$ cat src/bcps_defs.svh
// Offsets, field positions and timing counts of the bus control sequencer
`ifndef BCPS_DEFS_SVH
`define BCPS_DEFS_SVH

// ----------------------------------------------------------------
// Clock and times
// ----------------------------------------------------------------
`define BCPS_CLK_PERIOD_NS 10
`define BCPS_HALT_MIN_NS 25000
`define BCPS_RSTI_INIT_NS 10000
`define BCPS_PUP_INIT_NS 12600
`define BCPS_PUP_GAP_NS 110000
// Least times round up to whole cycles
`define BCPS_CYC_UP(ns) (((ns) + `BCPS_CLK_PERIOD_NS - 1) / `BCPS_CLK_PERIOD_NS)
`define BCPS_HALT_CYC `BCPS_CYC_UP(`BCPS_HALT_MIN_NS)
`define BCPS_RSTI_CYC `BCPS_CYC_UP(`BCPS_RSTI_INIT_NS)
`define BCPS_PUP_INIT_CYC `BCPS_CYC_UP(`BCPS_PUP_INIT_NS)
`define BCPS_PUP_GAP_CYC `BCPS_CYC_UP(`BCPS_PUP_GAP_NS)

// ----------------------------------------------------------------
// Register map (byte addresses)
// ----------------------------------------------------------------
`define BCPS_OFS_CTRL 12'h000
`define BCPS_OFS_STATUS 12'h004
`define BCPS_OFS_REFRESH 12'h008
`define BCPS_OFS_TRAP 12'h00c

// Control command bits, write one to fire
`define BCPS_CTRL_RESET_INSTR 0
`define BCPS_CTRL_GO 1
`define BCPS_CTRL_HALT_INSTR 2
`define BCPS_CTRL_INSTR_DONE 3
// Refresh enable bit
`define BCPS_REFRESH_EN 0
`define BCPS_REFRESH_RST 1'b0
// Power-fail trap vector, location 24 octal
`define BCPS_PF_VECTOR 8'h14

`endif

$ cat src/bcps_pkg.sv
// Types shared by the bus control sequencer
package bcps_pkg;

    typedef enum logic [2:0] {
        ST_OFF   = 3'b000,
        ST_PULSE = 3'b001,
        ST_GAP   = 3'b011,
        ST_WAIT  = 3'b010,
        ST_RUN   = 3'b110,
        ST_RSTI  = 3'b111
    } bcps_state_e;

    typedef struct packed {
        logic [23:0] rsv;
        logic trap_pending;
        logic debug_mode;
        logic init_active;
        logic pok;
        logic dc_ok;
        bcps_state_e state;
    } bcps_status_s;

endpackage

$ cat src/bcps_power_seq.sv
// Bus control lines, power sequencing and power-fail trap with APB access
//
// Overview of operation
// Refresh strobe marks address phase for refresh
// Refresh master finishes pass within interval; only the refresh strobe is driven here
// Each refresh transaction steps to new address; no refresh address is generated here
// Halt line held 25 us enters debug
// Bus devices reset while initialize asserted
// Initialize on reset, power sequencing, go
// Reset instruction holds initialize 10 us
// Supply asserts dc ok after stable power
// Supply power ok needs reserve, holds 3ms
// Power ok negation means power failing
// Initialize held while dc ok negated
// Dc ok rise clears status registers
// Initialize 12.6 us, then negated 110 us
// Then wait until power ok asserts
// Power ok comes 70 ms after dc ok
// Normal power lasts 3 ms before power-down
// Power-fail traps after instruction to 24
// Halt with power ok low restarts power-up
// Power ok returning completes power-up sequence
// Synchronise halt and power inputs first
`include "bcps_defs.svh"
`timescale 1ns/10ps
`default_nettype none

module bcps_power_seq
    import bcps_pkg::*;
#(
    parameter int unsigned GAP_CYCLES = `BCPS_PUP_GAP_CYC
)
(
    input wire logic pclk,
    input wire logic presetn,
    input wire logic psel,
    input wire logic penable,
    input wire logic pwrite,
    input wire logic [31:0] paddr,
    input wire logic [31:0] pwdata,
    output logic [31:0] prdata,
    output logic pready,
    output logic pslverr,
    input wire logic dc_power_ok,
    input wire logic power_ok,
    input wire logic halt_request_line_n,
    input wire logic bus_addr_phase,
    output logic refresh_strobe_out,
    output logic refresh_strobe_oe_n,
    output logic bus_initialize_line_out,
    output logic bus_initialize_line_oe_n,
    output logic console_debug_mode,
    output logic clear_core_regs,
    output logic trap_req,
    output logic [7:0] trap_vector
);

    localparam logic [13:0] PULSE_LOAD = 14'(`BCPS_PUP_INIT_CYC - 1);
    localparam logic [13:0] RSTI_LOAD = 14'(`BCPS_RSTI_CYC - 1);
    localparam logic [13:0] GAP_LOAD = 14'(GAP_CYCLES - 1);
    localparam logic [11:0] HALT_LAST = 12'(`BCPS_HALT_CYC - 1);

    // ------------------------------------------------------------
    // Input synchronisers
    // ------------------------------------------------------------
    logic [1:0] dc_sync;
    logic [1:0] pok_sync;
    logic [1:0] halt_sync;
    logic dc_s;
    logic pok_s;
    logic halt_s;
    logic dc_prev;
    logic pok_prev;

    always_ff @(posedge pclk or negedge presetn)
    begin
        if (!presetn)
        begin
            dc_sync <= 2'h0;
            pok_sync <= 2'h0;
            halt_sync <= 2'h3;
        end
        else
        begin
            dc_sync <= {dc_sync[0], dc_power_ok};
            pok_sync <= {pok_sync[0], power_ok};
            halt_sync <= {halt_sync[0], halt_request_line_n};
        end
    end

    assign dc_s = dc_sync[1];
    assign pok_s = pok_sync[1];
    assign halt_s = ~halt_sync[1];

    // Edge detectors look only at the second stage
    always_ff @(posedge pclk or negedge presetn)
    begin
        if (!presetn)
        begin
            dc_prev <= 1'b0;
            pok_prev <= 1'b0;
        end
        else
        begin
            dc_prev <= dc_s;
            pok_prev <= pok_s;
        end
    end

    // ------------------------------------------------------------
    // APB slave
    // ------------------------------------------------------------
    logic wr_access;
    logic hit;
    logic refresh_en;
    logic cmd_reset;
    logic cmd_go;
    logic cmd_halt;
    logic cmd_done;
    logic pf_pending;
    bcps_state_e state;
    bcps_status_s status;

    // Zero wait states: read data is captured in the setup cycle
    assign pready = 1'b1;
    assign wr_access = psel & penable & pwrite;
    assign hit = (paddr[11:0] == `BCPS_OFS_CTRL)
               | (paddr[11:0] == `BCPS_OFS_STATUS)
               | (paddr[11:0] == `BCPS_OFS_REFRESH)
               | (paddr[11:0] == `BCPS_OFS_TRAP);
    assign pslverr = psel & penable & ~hit;

    assign cmd_reset = wr_access & (paddr[11:0] == `BCPS_OFS_CTRL)
                     & pwdata[`BCPS_CTRL_RESET_INSTR];
    assign cmd_go = wr_access & (paddr[11:0] == `BCPS_OFS_CTRL)
                  & pwdata[`BCPS_CTRL_GO];
    assign cmd_halt = wr_access & (paddr[11:0] == `BCPS_OFS_CTRL)
                    & pwdata[`BCPS_CTRL_HALT_INSTR];
    assign cmd_done = wr_access & (paddr[11:0] == `BCPS_OFS_CTRL)
                    & pwdata[`BCPS_CTRL_INSTR_DONE];

    always_comb
    begin
        status = '0;
        status.trap_pending = pf_pending;
        status.debug_mode = console_debug_mode;
        status.init_active = ~bus_initialize_line_oe_n;
        status.pok = pok_s;
        status.dc_ok = dc_s;
        status.state = state;
    end

    always_ff @(posedge pclk or negedge presetn)
    begin
        if (!presetn)
            prdata <= 32'h0;
        else if (psel & ~penable & ~pwrite)
        begin
            unique case (paddr[11:0])
                `BCPS_OFS_STATUS: prdata <= status;
                `BCPS_OFS_REFRESH: prdata <= {31'h0, refresh_en};
                `BCPS_OFS_TRAP: prdata <= {24'h0, trap_vector};
                default: prdata <= 32'h0;
            endcase
        end
    end

    always_ff @(posedge pclk or negedge presetn)
    begin
        if (!presetn)
            refresh_en <= `BCPS_REFRESH_RST;
        else if (wr_access & (paddr[11:0] == `BCPS_OFS_REFRESH))
            refresh_en <= pwdata[`BCPS_REFRESH_EN];
    end

    // ------------------------------------------------------------
    // Refresh strobe
    // ------------------------------------------------------------
    // Open-drain, active low; driven only in the address phase
    assign refresh_strobe_out = 1'b0;
    assign refresh_strobe_oe_n = ~(refresh_en & bus_addr_phase);

    // ------------------------------------------------------------
    // Power sequencer
    // ------------------------------------------------------------
    logic [13:0] timer;

    always_ff @(posedge pclk or negedge presetn)
    begin
        if (!presetn)
        begin
            state <= ST_OFF;
            timer <= 14'h0;
        end
        else if (!dc_s)
        begin
            state <= ST_OFF;
            timer <= 14'h0;
        end
        else
        begin
            unique case (state)
                ST_OFF:
                begin
                    state <= ST_PULSE;
                    timer <= PULSE_LOAD;
                end
                ST_PULSE:
                begin
                    if (timer == 14'h0)
                    begin
                        state <= ST_GAP;
                        timer <= GAP_LOAD;
                    end
                    else
                        timer <= timer - 14'h1;
                end
                ST_GAP:
                begin
                    if (timer == 14'h0)
                        state <= ST_WAIT;
                    else
                        timer <= timer - 14'h1;
                end
                ST_WAIT:
                begin
                    if (pok_s)
                        state <= ST_RUN;
                end
                ST_RUN:
                begin
                    if (cmd_halt & ~pok_s)
                    begin
                        state <= ST_PULSE;
                        timer <= PULSE_LOAD;
                    end
                    else if (cmd_reset | cmd_go)
                    begin
                        state <= ST_RSTI;
                        timer <= RSTI_LOAD;
                    end
                end
                ST_RSTI:
                begin
                    if (timer == 14'h0)
                        state <= ST_RUN;
                    else
                        timer <= timer - 14'h1;
                end
                default:
                begin
                    state <= ST_OFF;
                    timer <= 14'h0;
                end
            endcase
        end
    end

    // Open-drain, active low; pulled low while initialising
    assign bus_initialize_line_out = 1'b0;
    assign bus_initialize_line_oe_n = ~((state == ST_OFF)
                                       | (state == ST_PULSE)
                                       | (state == ST_RSTI));

    // Core register clear on dc rise or on power-up restart from halt
    always_ff @(posedge pclk or negedge presetn)
    begin
        if (!presetn)
            clear_core_regs <= 1'b0;
        else
            clear_core_regs <= (dc_s & ~dc_prev)
                             | (state == ST_RUN & cmd_halt & ~pok_s);
    end

    // ------------------------------------------------------------
    // Halt request and debug mode
    // ------------------------------------------------------------
    // Any glitch of the line restarts the count
    logic [11:0] halt_cnt;

    always_ff @(posedge pclk or negedge presetn)
    begin
        if (!presetn)
            halt_cnt <= 12'h0;
        else if (!halt_s)
            halt_cnt <= 12'h0;
        else if (halt_cnt != HALT_LAST)
            halt_cnt <= halt_cnt + 12'h1;
    end

    // Entry wins over a go arriving in the same cycle
    always_ff @(posedge pclk or negedge presetn)
    begin
        if (!presetn)
            console_debug_mode <= 1'b0;
        else if ((halt_s & (halt_cnt == HALT_LAST))
                 | (state == ST_RUN & cmd_halt & pok_s))
            console_debug_mode <= 1'b1;
        else if (cmd_go)
            console_debug_mode <= 1'b0;
    end

    // ------------------------------------------------------------
    // Power-fail trap
    // ------------------------------------------------------------
    logic take_trap;

    assign take_trap = pf_pending & cmd_done & (state == ST_RUN);

    // A new failure edge wins over the clear by a taken trap
    always_ff @(posedge pclk or negedge presetn)
    begin
        if (!presetn)
            pf_pending <= 1'b0;
        else if (pok_prev & ~pok_s & dc_s)
            pf_pending <= 1'b1;
        else if (take_trap | ~dc_s)
            pf_pending <= 1'b0;
    end

    always_ff @(posedge pclk or negedge presetn)
    begin
        if (!presetn)
        begin
            trap_req <= 1'b0;
            trap_vector <= 8'h0;
        end
        else
        begin
            trap_req <= take_trap;
            if (take_trap)
                trap_vector <= `BCPS_PF_VECTOR;
        end
    end
endmodule // bcps_power_seq

`default_nettype wire

$ cat config.mk
export PLATFORM = sky130hd
export DESIGN_NAME = bcps_power_seq
export DESIGN_NICKNAME = d
export VERILOG_FILES = /design/src/bcps_pkg.sv /design/src/bcps_power_seq.sv
export VERILOG_INCLUDE_DIRS = /design/src /design/src/src
export SDC_FILE = /design/constraint.sdc
export NUM_CORES = 1
export LEC_CHECK = 0
export ABC_AREA = 1
export BUFFER_PORTS_ARGS = -buffer_cell sky130_fd_sc_hd__buf_4
export CAP_MARGIN = 10
export CELL_PAD_IN_SITES_DETAIL_PLACEMENT = 1
export CELL_PAD_IN_SITES_GLOBAL_PLACEMENT = 1
export CORE_ASPECT_RATIO = 0.5
export CORE_MARGIN = 5
export CORE_UTILIZATION = 38
export CTS_BUF_LIST = sky130_fd_sc_hd__clkbuf_8
export DETAILED_ROUTE_END_ITERATION = 6
export PLACE_DENSITY = 0.94
export SKIP_CTS_REPAIR_TIMING = 1
export SYNTH_ARGS = -nofsm -noshare
export SYNTH_HDL_FRONTEND = slang
export SYNTH_SLANG_ARGS = --single-unit
export TNS_END_PERCENT = 50
$ cat constraint.sdc
create_clock -name pclk -period 3.8 [get_ports pclk]
set_input_delay 0.19 -clock pclk [delete_from_list [all_inputs] [get_ports pclk]]
set_output_delay 0.19 -clock pclk [all_outputs]
set_load 0.005 [all_outputs]
After elaboration in Yosys (flattened, before gate mapping)
Cells that the tools add are included.
{"block": "totals", "ff_bits": 75, "out_inout_bits": 49}
{"block": "classes", "addsub": 2, "mux": 21, "bitwise_logic": 40, "eq_ne": 17, "n_reduce_logical": 9}
{"cell": "$mux 14", "count": 5}
{"cell": "$pmux 14 s5", "count": 1}
{"cell": "$eq 12x4->1 const B", "count": 2}
{"cell": "$mux 12", "count": 2}
{"cell": "$pmux 8 s3", "count": 1}
{"cell": "$and 1x1->1", "count": 22}
{"cell": "$mux 3", "count": 7}
{"cell": "$pmux 3 s6", "count": 1}
{"cell": "$ne 3x3->1 const B", "count": 5}
{"cell": "$logic_not 14->1", "count": 1}
{"cell": "$sub 14x1->14 const B", "count": 1}
{"cell": "$add 12x1->12 const B", "count": 1}
{"cell": "$eq 12x12->1 const B", "count": 1}
{"cell": "$eq 12x3->1 const B", "count": 1}
{"cell": "$logic_not 12->1", "count": 1}
{"cell": "$ne 12x12->1 const B", "count": 1}
{"cell": "$not 1->1", "count": 9}
{"cell": "$or 1x1->1", "count": 9}
{"cell": "$eq 3x2->1 const B", "count": 2}
{"cell": "$eq 3x3->1 const B", "count": 2}
{"cell": "$reduce_bool 2->1", "count": 3}
{"cell": "$reduce_and 5->1", "count": 1}
{"cell": "$mux 1", "count": 4}
{"cell": "$ne 4x4->1 const B", "count": 1}
{"cell": "other kinds (5)", "count": 5}

Depth between registers and ports, before layout
{"block": "depth", "depth_word": 9, "ltp_mapped": 11, "ltp_nobuf": 11}

Least setup slack after synthesis
OpenSTA, ideal clock, no wires.
{"block": "synth_timing", "path_type": "flip-flop to flip-flop", "from": "register timer[0]", "to": "register timer[3]", "path_stages_with_launch": 11, "t_arrival_ps": 1532, "n_path_buf": 1, "path_slack_ps": 2203, "required_time_ps": 3735, "path_cell_list": "dfrtp_1 -> inv_1 -> ha_1 -> nand2_2 -> nor2_2 -> nand2_2 -> o22ai_4 -> o21bai_4 -> buf_8 -> nand2_1 -> nand2_1"}
{"block": "synth_via", "elab_chain_len": 4, "word_cells_on_any_way": 8}
{"item": "start: declaration", "line_no": "bcps_power_seq.sv:186", "source": "logic [13:0] timer;"}
{"item": "start signal: assignment", "line_no": "bcps_power_seq.sv:216", "source": "timer <= timer - 14'h1;"}
{"item": "start signal: assignment", "line_no": "bcps_power_seq.sv:223", "source": "timer <= timer - 14'h1;"}
{"item": "start signal: assignment", "line_no": "bcps_power_seq.sv:248", "source": "timer <= timer - 14'h1;"}
{"item": "$sub 14x1->14 / $logic_not 14->1 (equally long branches)"}
{"item": "$mux 14 (on tied branches)", "line_no": "bcps_power_seq.sv:220, bcps_power_seq.sv:245, bcps_power_seq.sv:210"}
{"item": "$pmux 14 s5", "line_no": "bcps_power_seq.sv:202", "source": "unique case (state)"}
{"item": "$mux 14", "line_no": "bcps_power_seq.sv:195", "source": "else if (!dc_s)"}
Several ways; a longest one is shown, not always the timed one. The select of a mux whose other input is x is not followed.
A chain may end at the register's enable or synchronous reset.

Final worst setup path
{"block": "layout_timing", "from": "register state[0]", "to": "register timer[13]"}
{"block": "layout_via", "elab_chain_len": 4, "word_cells_on_any_way": 13}
{"item": "start: declaration", "line_no": "bcps_power_seq.sv:121", "source": "bcps_state_e state;"}
{"item": "start signal: assignment", "line_no": "bcps_power_seq.sv:192", "source": "state <= ST_OFF;"}
{"item": "start signal: assignment", "line_no": "bcps_power_seq.sv:197", "source": "state <= ST_OFF;"}
{"item": "start signal: assignment", "line_no": "bcps_power_seq.sv:205", "source": "state <= ST_PULSE;"}
{"item": "$eq 3x3->1 / $eq 3x2->1 (equally long branches)", "line_no": "bcps_power_seq.sv:202"}
{"item": "$reduce_or 2->1 (no source line)"}
{"item": "$pmux 14 s5 / $ne 3x3->1 (equally long branches)"}
{"item": "$mux 14 / $reduce_and 3->1 (equally long branches)"}
Several ways; a longest one is shown, not always the timed one.

==> run metrics <==
r2r worst-path depth 6; Placeable Area 0.008058 mm²; DR vias 2,900; die area 0.01038 mm²; DRC Markers 0; CTS max path bufs 2; reg-to-reg endpoint timer[13]$_DFFE_PN0P_; GRT Total Usage 17.67%; Num CTS Buffers 5; status finished, final reports clean; Net count, final 539; clk root buf clkbuf_8; setup violators final 0; Yosys Warn Count 0; clock-pin slew on the worst setup and hold paths 100 ps; Diodes inserted 0; CP Capture Point timer[13]$_DFFE_PN0P_; first-pass GRT wire length 14,890 µm; Worst Tran Pin Value 865.6 ps; CTS tree built; area delta synth->final 13.03%; maxcap violations 0; mux contribution to synthesized area 0%; CP Launch Point state[0]$_DFFE_PN0P_; relative slew slack 41.76%; row cnt 23; largest net degree at the start of global routing 52; post-synthesis xor/xnor area fraction 1.105%; share of layout cells above drive strength 1 15.91%; Comb power frac 42.1%; crit start category flop; Psw 0.0008012 W; hpwl dp 6710 µm; routed vias/inst 5.026; Die X 139.2 µm; switching share of power 42.81%; placed cell count 565; CP Data Arrival Time 2370 ps; Synth top area share 38.69%; Pre-antenna DRT Iters 4; adder-cell area share of the yosys netlist 0.7896%; Slew Viols, Final 0; period utilization 57.78%; die height 74.58 µm; largest area contributor in the synthesized netlist dfrtp_1; Syn Area/Cell 7.528 µm²; vias in the first global route 3,130; Detailed Route Iter0 Violations 131; largest family of logic cells by synthesized area simple AND/OR/NAND/NOR gates; Int Power 0.001070 W; CP Capture Type flop; P per Cell Area 522.5 mW/mm²; setup slack, reg-to-reg 1600 ps; Final Wtd Congestion 0.7968; Final Instance Count excl. Fillers 577; Hold Vio Cnt, Final 0; R2R Path Start state[0]$_DFFE_PN0P_; post-synthesis sequential area ratio 40.35%; Yosys reg bits 51; Synth Area in Compound Gates 11.73%; peak supply drop 212.8 µV; Crit Path Class flop to flop; fillcell total 1,049; Mapped Cells 421; Crit Path Max Fanout 23; largest cells by area after synthesis dfrtp_1 (39%), nand2_1 (11%), buf_4 (8.3%); starting density of the core 39.33%; Tightest Hold Check Type primary input to flop; Most used DFF post-synth dfrtp_1; I/O pin count 122; final critical-path required period 2196 ps; simple-gate area share of the yosys netlist 30.04%; post-DR wirelength/cell 15.24 µm; mapped cell area 0.003169 mm²; worst clock skew 9.855 ps; grt total ovfl 0; Max Fclk 455.4 MHz; H-tree depth 2; Detail Route Antenna Nets 0; Worst EP required 3980 ps; initial antenna violation count 0; WL final 8796 µm; unrepaired setup endpoints after global routing no; TNS Setup 0 ps; Synth cell types 37; clock network power share 20.9%; Port-buffer cells 40; Skew-Pair Late Insertion Delay 320 ps; Leak 1.781 nW; power share of the sequential group 37.0%; Clock Sinks 51; Post-synth EDFFs 0; async set-reset flop share out of synthesis 100.0%
[state kept, by name (all words and copies together) (netlist names), 2 cells and up]
register / count
halt_cnt: 12
prdata: 8
halt_sync: 2
timer: 14
dc_sync: 2
pok_sync: 2
state: 3
[through the flow]
stage / area [µm²] / utilization, % / setup WS, ps / total power [W] / hold slack, ps
6_report: 3582 / 44.46 / 1604 / 0.001872 / 124.3
5_1_grt: 3582 / 44.46 / 1430 / 0.002015 / 122.0
4_1_cts: 3542 / 43.96 / 1651 / 0.001877 / -75.68
3_5_place_dp: 3430 / 42.56 / 1681 / 0.001469 / 276.7
3_3_place_gp: 3430 / 42.56 / 1751 / 0.001413 / 267.9
2_1_floorplan: 3286 / - / 2203 / 0.001280 / -105.6
[kinds of logic (layout without fill, tap and decap cells)]
logic type / Yosys count / in the layout
buffers and inverters: 92 / 105
AOI/OAI and AO/OA: 56 / 56
and+or+nand+nor: 214 / 214
adders and majority gates: 2 / 2
xor gates and xnor gates: 4 / 4
DFF: 51 / 51
other: 2 / 33
[worst max-delay path: stages, from the launching register on]
cell and delay, ps:
dfrtp_1 400, inv_1 190, nand2_1 100, nor2_2 240, nand2_1 310, o21bai_4 600, o21ai_0 200
[power groups by stage]
stage               registers (W)  clock network [W]  logic, W
floorplan                0.000674                  0  0.000606
global placement         0.000695                  0  0.000718
detailed placement       0.000700                  0  0.000769
CTS                      0.000691           0.000401  0.000785
global route             0.000706           0.000421  0.000888
finish                   0.000692           0.000392  0.000787
[cell usage in the layout, fill, tap and decap left out, drive strengths merged]
cell type,n
nand3,44
nor3,8
o31a,1
conb,33
or2,1
nand2,98
xor2,1
nand3b,2
buf,41
a21oi,10
a211oi,2
ha,2
dfstp,2
nor2,46
nand4,12
o21bai,2
bufinv,1
xnor2,3
dfrtp,49
o31ai,3
a22o,2
clkbuf,5
nor4,3
o21ai,32
clkinv,2
dlygate4sd3,4
o211ai,2
inv,52
o22ai,2
[worst min-delay path by stage]
stage	cells after the start	to	slack (ps)	startpoint
6_report	2	refresh_en$_DFFE_PN0P_	120	pwdata[0]
5_1_grt	2	refresh_en$_DFFE_PN0P_	120	pwdata[0]
4_1_cts	1	halt_cnt[7]$_DFFE_PN0N_	-80	presetn
3_5_place_dp	1	trap_vector[2]$_DFFE_PN0P_	280	presetn
3_3_place_gp	1	pok_sync[1]$_DFF_PN0_	270	presetn
2_1_floorplan	0	clear_core_regs$_DFF_PN0_	-110	presetn
[Yosys cell counts (6+ instances only)]
cell type  instances
o21ai_0           24
nand3_1           44
a21oi_1            9
inv_1             51
buf_4             35
nor2_2             6
dfrtp_1           49
nor3_1             8
nor2_1            39
nand2_1           95
nand4_1           11
o21ai_2            7
[area by class of cell]
class	count	area [µm²]	area share (%)
clock buffers	5	68.82	1.921
clock inverters	3	43.79	1.222
inverters	52	195.2	5.449
multi-input cells	309	1508	42.09
flip-flops and latches	51	1279	35.70
well taps	112	140.1	3.912
repair buffers	45	347.8	9.710
[routing by layer]
metal / share of wire (%) / global-route usage [%]
met1: 42 / 20.74
met2: 52 / 34.18
met3: 4.4 / 3.019
met4: 1.6 / 5.098
met5: 0 / 0
Power figures use the tool's default switching activity.
